$ cat src/core/blcm_pkg.sv
// Package of constants and types for the buck load-current meter
package blcm_pkg;

    // Register offsets
    localparam logic [7:0] SELECT_OFFS      = 8'h24;
    localparam logic [7:0] RESULT_HIGH_OFFS = 8'h25;
    localparam logic [7:0] RESULT_LOW_OFFS  = 8'h26;

    // Field layout
    localparam int unsigned SEL_BIT      = 0;
    localparam int unsigned RESULT_W     = 9;
    localparam int unsigned RESULT_MSB   = 8;
    localparam int unsigned HIGH_BIT     = 0;

    // Reset values
    localparam logic [7:0] SELECT_RST = 8'h00;
    localparam logic [7:0] HIGH_RST   = 8'h00;
    localparam logic [7:0] LOW_RST    = 8'h00;
    localparam logic [7:0] RDATA_RST  = 8'h00;

    // Scale: one count of the result in milliamperes
    localparam int unsigned MA_PER_COUNT = 20;

    // Default number of samples per measurement, as a power of two
    localparam int unsigned LOG2_SAMPLES_DEF = 4;

    typedef enum logic {
        BLCM_FIRST_REGULATOR  = 1'b0,
        BLCM_SECOND_REGULATOR = 1'b1
    } blcm_reg_sel_e;

    typedef struct packed {
        logic       wr;
        logic       rd;
        logic [7:0] addr;
        logic [7:0] wdata;
    } blcm_reg_req_s;

    typedef struct packed {
        logic                valid;
        logic [RESULT_W-1:0] code;
    } blcm_sample_s;

endpackage : blcm_pkg

$ cat src/core/blcm_meter.sv
// Buck load-current meter: select/result registers and measurement control
`timescale 1ns/1ps

// Operation
// - Select register write starts a new measurement
// - Select bit zero picks regulator, resets zero
// - High register bit zero holds result bit eight
// - Low register holds result bits seven..zero
// - One result count equals 20 mA
module blcm_meter #(
    parameter int unsigned LOG2_SAMPLES = blcm_pkg::LOG2_SAMPLES_DEF
) (
    // Clock and reset
    input  wire logic                    core_clk_i,
    input  wire logic                    arst_n_i,
    // Register access
    input  wire blcm_pkg::blcm_reg_req_s reg_req_i,
    output logic                         rvalid_o,
    output logic [7:0]                   rdata_o,
    // Current sense converter
    input  wire blcm_pkg::blcm_sample_s  sample_i,
    output logic                         sense_sel_o,
    // Status
    output logic                         meas_busy_o,
    output logic                         meas_done_o
);

    // Deepest averaging window the accumulator is sized for
    localparam int unsigned MAX_LOG2_SAMPLES = 16;

    // Register width, and result bits held by the low register
    localparam int unsigned REG_W = 8;
    localparam int unsigned LOW_W = blcm_pkg::RESULT_MSB;

    if (LOG2_SAMPLES > MAX_LOG2_SAMPLES) begin : g_bad_log2
        $error("blcm_meter: LOG2_SAMPLES too large");
    end

    // The result must split into one top bit and one full low register
    if (LOW_W != REG_W ||
        blcm_pkg::RESULT_W != LOW_W + 1) begin : g_bad_split
        $error("blcm_meter: result does not fit the two registers");
    end

    typedef enum logic {
        BLCM_IDLE,
        BLCM_MEASURE
    } blcm_state_e;

    // Measurement control
    blcm_state_e                   state_q;
    blcm_state_e                   state_d;
    logic                          start;
    logic                          measuring;
    // Select register
    logic [REG_W-1:0]              select_q;
    logic [REG_W-1:0]              select_d;
    blcm_pkg::blcm_reg_sel_e       regulator;
    // Result register
    logic [blcm_pkg::RESULT_W-1:0] result_q;
    logic [blcm_pkg::RESULT_W-1:0] result_d;
    logic                          avg_done;
    logic [blcm_pkg::RESULT_W-1:0] avg_val;
    // Read port
    logic                          rvalid_q;
    logic                          rvalid_d;
    logic [REG_W-1:0]              rdata_q;
    logic [REG_W-1:0]              rdata_d;

    // Address match, shared by the write and read decoders
    function automatic logic hit(
        input logic [REG_W-1:0] a,
        input logic [REG_W-1:0] o
    );
        return a == o;
    endfunction : hit

    // High register: top result bit in bit zero, the rest read as zero
    function automatic logic [REG_W-1:0] high_word(
        input logic [blcm_pkg::RESULT_W-1:0] res
    );
        logic [REG_W-1:0] w;
        w = blcm_pkg::HIGH_RST;
        w[blcm_pkg::HIGH_BIT] = res[blcm_pkg::RESULT_MSB];
        return w;
    endfunction : high_word

    // Low register: the result bits below the top one
    function automatic logic [REG_W-1:0] low_word(
        input logic [blcm_pkg::RESULT_W-1:0] res
    );
        return res[LOW_W-1:0];
    endfunction : low_word

    // Read data for one offset; unmapped offsets read as zero
    function automatic logic [REG_W-1:0] read_word(
        input logic [REG_W-1:0]              addr,
        input logic [REG_W-1:0]              sel,
        input logic [blcm_pkg::RESULT_W-1:0] res
    );
        logic [REG_W-1:0] w;
        w = blcm_pkg::RDATA_RST;
        if (hit(addr, blcm_pkg::SELECT_OFFS)) begin
            w = sel;
        end else if (hit(addr, blcm_pkg::RESULT_HIGH_OFFS)) begin
            w = high_word(res);
        end else if (hit(addr, blcm_pkg::RESULT_LOW_OFFS)) begin
            w = low_word(res);
        end
        return w;
    endfunction : read_word

    // Any write to the select offset starts a measurement, whatever data
    assign start = reg_req_i.wr &&
                   hit(reg_req_i.addr, blcm_pkg::SELECT_OFFS);
    assign measuring = (state_q == BLCM_MEASURE);

    blcm_avg #(
        .SAMPLE_W     (blcm_pkg::RESULT_W),
        .LOG2_SAMPLES (LOG2_SAMPLES)
    ) u_avg (
        .core_clk_i     (core_clk_i),
        .arst_n_i       (arst_n_i),
        .clear_i        (start),
        .active_i       (measuring),
        .sample_valid_i (sample_i.valid),
        .sample_i       (sample_i.code),
        .done_o         (avg_done),
        .avg_o          (avg_val)
    );

    // Measurement control: a write mid-measurement restarts the count
    always_comb begin
        state_d = state_q;
        if (start) begin
            state_d = BLCM_MEASURE;
        end else begin
            unique case (state_q)
                BLCM_IDLE: begin
                    state_d = BLCM_IDLE;
                end
                BLCM_MEASURE: begin
                    if (avg_done) begin
                        state_d = BLCM_IDLE;
                    end
                end
            endcase
        end
    end

    always_ff @(posedge core_clk_i or negedge arst_n_i) begin
        if (!arst_n_i) begin
            state_q <= BLCM_IDLE;
        end else begin
            state_q <= state_d;
        end
    end

    // Select register: all bits stored, bit zero picks the regulator
    always_comb begin
        select_d = select_q;
        if (start) begin
            select_d = reg_req_i.wdata;
        end
    end

    always_ff @(posedge core_clk_i or negedge arst_n_i) begin
        if (!arst_n_i) begin
            select_q <= blcm_pkg::SELECT_RST;
        end else begin
            select_q <= select_d;
        end
    end

    // Result register: loaded only when a measurement completes, so
    // both halves always come from the same average
    always_comb begin
        result_d = result_q;
        if (!start && measuring && avg_done) begin
            // Converter code is already 20 mA per count
            result_d = avg_val;
        end
    end

    always_ff @(posedge core_clk_i or negedge arst_n_i) begin
        if (!arst_n_i) begin
            result_q <= '0;
        end else begin
            result_q <= result_d;
        end
    end

    // Register read path: a read in a write cycle sees the old value
    always_comb begin
        rvalid_d = reg_req_i.rd;
        rdata_d  = rdata_q;
        if (reg_req_i.rd) begin
            rdata_d = read_word(reg_req_i.addr, select_q, result_q);
        end
    end

    always_ff @(posedge core_clk_i or negedge arst_n_i) begin
        if (!arst_n_i) begin
            rvalid_q <= 1'b0;
            rdata_q  <= blcm_pkg::RDATA_RST;
        end else begin
            rvalid_q <= rvalid_d;
            rdata_q  <= rdata_d;
        end
    end

    assign regulator   =
        blcm_pkg::blcm_reg_sel_e'(select_q[blcm_pkg::SEL_BIT]);
    assign rvalid_o    = rvalid_q;
    assign rdata_o     = rdata_q;
    assign sense_sel_o =
        (regulator == blcm_pkg::BLCM_SECOND_REGULATOR);
    assign meas_busy_o = measuring;
    assign meas_done_o = (state_q == BLCM_IDLE);

endmodule : blcm_meter

$ cat src/core/blcm_avg.sv
// Averaging accumulator for load-current samples
`timescale 1ns/1ps

module blcm_avg #(
    parameter int unsigned SAMPLE_W     = 9,
    parameter int unsigned LOG2_SAMPLES = 4
) (
    // Clock and reset
    input  wire logic                core_clk_i,
    input  wire logic                arst_n_i,
    // Control
    input  wire logic                clear_i,
    input  wire logic                active_i,
    // Samples
    input  wire logic                sample_valid_i,
    input  wire logic [SAMPLE_W-1:0] sample_i,
    // Result
    output logic                     done_o,
    output logic      [SAMPLE_W-1:0] avg_o
);

    localparam int unsigned ACC_W = SAMPLE_W + LOG2_SAMPLES;
    localparam int unsigned CNT_W = LOG2_SAMPLES + 1;
    localparam logic [CNT_W-1:0] LAST_CNT =
        CNT_W'((1 << LOG2_SAMPLES) - 1);

    // Deepest averaging window the counters are sized for
    localparam int unsigned MAX_LOG2_SAMPLES = 16;

    if (SAMPLE_W < 1 || LOG2_SAMPLES > MAX_LOG2_SAMPLES) begin : g_bad_param
        $error("blcm_avg: unsupported parameter values");
    end

    logic [ACC_W-1:0]    acc_q, acc_d;
    logic [CNT_W-1:0]    cnt_q, cnt_d;
    logic                done_q, done_d;
    logic [SAMPLE_W-1:0] avg_q, avg_d;
    logic [ACC_W-1:0]    sum;

    always_comb begin
        sum    = acc_q + ACC_W'(sample_i);
        acc_d  = acc_q;
        cnt_d  = cnt_q;
        done_d = 1'b0;
        avg_d  = avg_q;
        if (clear_i) begin
            acc_d = '0;
            cnt_d = '0;
        end else if (active_i && sample_valid_i) begin
            acc_d = sum;
            cnt_d = cnt_q + CNT_W'(1);
            if (cnt_q == LAST_CNT) begin
                done_d = 1'b1;
                avg_d  = sum[ACC_W-1:LOG2_SAMPLES];
                acc_d  = '0;
                cnt_d  = '0;
            end
        end
    end

    always_ff @(posedge core_clk_i or negedge arst_n_i) begin
        if (!arst_n_i) begin
            acc_q  <= '0;
            cnt_q  <= '0;
            done_q <= 1'b0;
            avg_q  <= '0;
        end else begin
            acc_q  <= acc_d;
            cnt_q  <= cnt_d;
            done_q <= done_d;
            avg_q  <= avg_d;
        end
    end

    assign done_o = done_q;
    assign avg_o  = avg_q;

endmodule : blcm_avg

$ cat config.mk
export PLATFORM = sky130hd
export DESIGN_NAME = blcm_meter
export DESIGN_NICKNAME = d
export VERILOG_FILES = /design/src/core/blcm_pkg.sv /design/src/core/blcm_meter.sv /design/src/core/blcm_avg.sv
export SDC_FILE = /design/constraint.sdc
export NUM_CORES = 1
export LEC_CHECK = 0
export BUFFER_PORTS_ARGS = -buffer_cell sky130_fd_sc_hd__buf_2
export CORE_MARGIN = 2
export CORE_UTILIZATION = 40
export DETAILED_ROUTE_END_ITERATION = 12
export GPL_TIMING_DRIVEN = 0
export SYNTH_ARGS = -nofsm -noshare
export SYNTH_HDL_FRONTEND = slang
export SYNTH_SLANG_ARGS = --single-unit
$ cat constraint.sdc
create_clock -name core_clk_i -period 5 [get_ports core_clk_i]
set_input_delay 0.25 -clock core_clk_i [delete_from_list [all_inputs] [get_ports core_clk_i]]
set_output_delay 0.25 -clock core_clk_i [all_outputs]
set_load 0.01 [all_outputs]
Word level (Yosys, flattened, before mapping)

Index checks and enable logic that the tools add are counted.

Logic and storage cells: 39
Bits in registers: 55
Output and inout bits: 12

Reductions and logical operators: 7
Equal/unequal tests: 4
Mux-type cells: 15
Bitwise logic cells: 2
Add/sub/neg operators: 2

Operators by type and width:

| cell                                                                  | count |
|---|---|
| 13-bit 2-to-1 mux                                                     | 3 |
| 8-bit by 6-bit equality test with 1-bit output, second input constant | 3 |
| 8-bit 2-to-1 mux                                                      | 3 |
| 5-bit 2-to-1 mux                                                      | 3 |
| 13-bit by 9-bit adder with 13-bit output                              | 1 |
| 5-bit by 1-bit adder with 5-bit output, second input constant         | 1 |
| 5-bit by 4-bit equality test with 1-bit output, second input constant | 1 |
| 1-bit 2-to-1 mux                                                      | 5 |
| 1-bit logical AND                                                     | 4 |
| 3-bit AND reduction                                                   | 1 |
| 1-bit NOT                                                             | 2 |
| 1-bit case mux with 2 select lines                                    | 1 |
| 2-bit nonzero test                                                    | 1 |
| 1-bit logical NOT                                                     | 1 |

Longest topological paths before layout

Word-level depth: 5
Gate-level depth with buffers: 8

Hierarchy

Synthesis repeated with hierarchy kept, for this count alone.

Cells, all modules: 244
Area total of the unflattened synthesis: 2788.9 um^2

By module, submodules not included:

| module     | times used | area each (um^2) | seq. area each (um^2) | cells an instance |
|---|---|---|---|---|
| blcm_avg   | 1          | 1626.6           | 700.7                 | 166 |
| blcm_meter | 1          | 1162.4           | 675.6                 | 78 |

Worst setup path after synthesis

OpenSTA, ideal clock, no wires.

Path kind: reg2reg
Start point: register u_avg.acc_q[3]
End point: register u_avg.avg_q[5], in the netlist u_avg.avg_o[5]
Cell stages (with the launch flop): 7
Period minus slack after synthesis: 2.075 ns
Setup slack: 2.925 ns
Data arrival time: 2.006 ns
Path through: dfrtp_1 ha_1 and2_1 a221oi_1 a21oi_1 or4_1 nand3_1

Longest elaborated chain between the ends: 1

RTL lines:

| element                                  | line           | text |
|---|---|---|
| start, declared                          | blcm_avg.sv:34 | `logic [ACC_W-1:0] acc_q, acc_d;` |
| start signal, assigned                   | blcm_avg.sv:63 | `acc_q <= '0;` |
| start signal, assigned                   | blcm_avg.sv:68 | `acc_q <= acc_d;` |
| 13-bit by 9-bit adder with 13-bit output | blcm_avg.sv:41 | `sum = acc_q + ACC_W'(sample_i);` |
| end signal, assigned                     | blcm_avg.sv:71 | `avg_q <= avg_d;` |
| end, declared                            | blcm_avg.sv:37 | `logic [SAMPLE_W-1:0] avg_q, avg_d;` |

No other way between the ends.
A chain may end at the register's enable or synchronous reset.

Worst setup path in the final report

Start point: register u_avg.acc_q[0]
End point: register u_avg.acc_q[12]

Longest elaborated chain between the ends: 4

RTL lines:

| element                                  | line           | text |
|---|---|---|
| 13-bit by 9-bit adder with 13-bit output | blcm_avg.sv:41 |  |
| 13-bit 2-to-1 mux                        | blcm_avg.sv:52 | `if (cnt_q == LAST_CNT) begin` |
| 13-bit 2-to-1 mux                        | blcm_avg.sv:49 | `end else if (active_i && sample_valid_i) begin` |
| 13-bit 2-to-1 mux                        | blcm_avg.sv:46 | `if (clear_i) begin` |

No other way between the ends. The select of a mux whose other input is x is not followed.

==> results.cfg <==
[layout]
n_antenna_cell = 0
layout-drive-gt1-share_pct = 23.1
area_delta_synth_final_pct = 14.8
nets = 356
fin_util_pct = 47.4

[sta]
rsz0062_at_grt = false
finalSetupTns_ns = 0
holdWs_ns = -0.0278
finalHoldViolations = 55
timing.final.crit_share_pct = 46.1
final-setup-viol-count = 0
max_slew_margin_pct = 24.3
fin_crit_ns = 2.31
fin_skew_ns = 0.00613
tightest_slew_ns = 1.12
drv_slew = 0
clock.fmax_mhz = 434

[detailed_routing]
post_drt_wl_per_cell_um = 13.8
vias = 2114
drt_iter0_drc = 62
drt-total-wl_mm = 5.68
drc = 0
drtPass1Iterations = 5
ant_nets = 0
drt-vias-per-instance = 5.13

[synth]
async_flop_share_pct = 100
synth.distinct_cells = 53
synth_warnings = 0
synth_edf_count = 0
ys_seq_area_share_pct = 49.0
syn_area_sq_um = 2810
synth_nets = 308
synthFlopType = dfrtp_1
postSynthAreaPerCell_sq_um = 10.5
syn_inst = 267
synth-seq-cells = 55

[global_route]
track_usage_pct = 16.3
antenna_found_initial = 0
grt_overflow = 0
grt_max_degree = 56
grt_pass1_wl_mm = 9.79
grt_pass1_vias = 2066

[critical_path]
regToRegStartpoint = u_avg.acc_q[0]$_DFFE_PN0P_
end_kind = register
crit_fanout = 5
cp-start-kind = register
critPathLaunch = u_avg.acc_q[0]$_DFFE_PN0P_
crit_arrival_ns = 2.52
crit_required_ns = 5.22
worstSetupPathType = register to register

[placement]
port_buffers = 41
hpwl_mm = 4.19
gp_congestion = 0.801

[pwr]
power_uw = 1440
vdd_drop_max_v = 0.000215
pwr_density_cell_nw_per_um2 = 446
p_leak_uw = 0.00158

[outcome]
violations = negative hold slack
status = finished, violations left

[cts]
clkLatencyLatePin_ns = 0.32
cts_resized = 0
cts_max_path_buffers = 2
numCtsBuffers = 5
h-tree-depth = 2
cts_setup_buffers = 0
clk_pin_slew_ns = 0.10
cts_hold_buffers = 0
root_buffer = clkbuf_8
cts_tree = done
cts_sinks = 55

[floorplan]
die_h_um = 87.8
io-pin-count = 42
fp.dieW_um = 87.8
rows = 30
start_util_pct = 41.3
coreArea_sq_um = 6790
dieArea_sq_um = 7700

[hold_path]
hold_class = input port to asynchronous set/reset pin

[flow_run]
cap_viol_max_count = 0
-- layout by cell type, fill, tap and decap left out, types with 7 or more instances in the layout --
master and n:
dfrtp_1 55, a21oi_1 7, ha_1 10, buf_2 40
o21ai_0 10, nor2_1 20, inv_1 7, a221oi_1 8
nand2_1 38, nand3_1 11, mux2_2 9, a21o_1 8
-- logic make-up after synthesis --
| family | synth area share, % |
|---|---|
| xor+xnor | 1.87 |
| buf+inv | 2.90 |
| fa+ha+maj | 5.17 |
| compound gates | 16.1 |
| simple gates | 18.4 |
| flops | 49.0 |
| mux | 6.51 |
-- metrics by stage --
step                setup slack (ns)  hold WS, ns  area, sq um  instances
floorplan                       2.93      -0.0456         2810        267
global placement                2.72        0.373         3130        404
detailed placement              2.70        0.378         3130        404
CTS                             2.68       0.0410         3220        412
global route                    2.42       0.0301         3220        412
finish                          2.69      -0.0278         3220        412
-- report_power, final --
group	leakage, uW	switching (uW)	internal (uW)
combinational	0.000819	314	244
sequential	0.000720	72.2	553
clock	0.0000418	155	101
-- per-layer routing --
metal,vias to the layer above,wire [um],track usage (%)
met2,51,2540,26.9
met3,7,285,3.20
met1,983,2780,21.7
li1,1073,-,-
met4,0,72,5.31
met5,-,0,0
-- final timing paths --
path / cells after the start / slack [ns] / to
setup reg to reg: 8 / 2.69 / u_avg.acc_q[12]$_DFFE_PN0P_
max in group asynchronous: 1 / 4.57 / rdata_o[1]$_DFFE_PN0P_
min in group core_clk_i: 1 / 0.05 / rvalid_o$_DFF_PN0_
hold / removal: 1 / -0.03 / rdata_o[7]$_DFFE_PN0P_
hold reg to reg: 1 / 0.45 / meas_busy_o$_DFF_PN0_
setup / recovery: 8 / 2.69 / u_avg.acc_q[12]$_DFFE_PN0P_
-- critical path: stages (launching register included) --
cell and delay (ns):
dfrtp_1 0.36, ha_1 0.17, inv_1 0.05, fa_1 0.38, nand2b_1 0.19, a21oi_1 0.33
o21ai_0 0.27, a31o_2 0.29, a21o_1 0.16
-- flip-flops by register name, summed over array words and instances, names as in the netlist --
signal / cells
u_avg.acc_q: 13
result_q: 9
u_avg.avg_o: 9
rdata_o: 8
select_q: 8
u_avg.cnt_q: 5
meas_busy_o: 1
rvalid_o: 1
u_avg.done_o: 1
-- Yosys cell counts, drive strengths merged (2+ instances only) --
cell / count / share of area [%]
a211oi: 2 / 0.53
a21o: 8 / 2.1
a21oi: 7 / 1.2
a221oi: 8 / 2.5
a22o: 6 / 1.9
a31o: 2 / 0.62
and2: 2 / 0.45
and3: 2 / 0.45
buf: 3 / 0.94
clkbuf: 5 / 0.67
dfrtp: 55 / 49
ha: 10 / 4.5
inv: 8 / 1.2
mux2: 14 / 6.2
nand2: 40 / 5.7
nand2b: 4 / 0.89
nand3: 11 / 2.0
nand4: 3 / 0.67
nor2: 20 / 2.7
nor3: 6 / 1.5
nor3b: 2 / 0.53
o2111ai: 4 / 1.2
o211ai: 6 / 1.6
o21a: 2 / 0.53
o21ai: 10 / 1.8
o31ai: 2 / 0.53
or2: 3 / 0.67
or4: 2 / 0.67
xnor2: 2 / 0.62
xor2: 4 / 1.2
-- area by class of cell --
class,instances,area [sq um]
Fill cell,661,3570
Sequential cell,55,1380
Multi-Input combinational cell,195,1350
Timing Repair Buffer,41,208
Tap cell,96,120
Clock buffer,6,72.6
Buffer,8,45.0
Inverter,9,36.3
Clock inverter,2,16.3
Power figures use the tool's default switching activity.
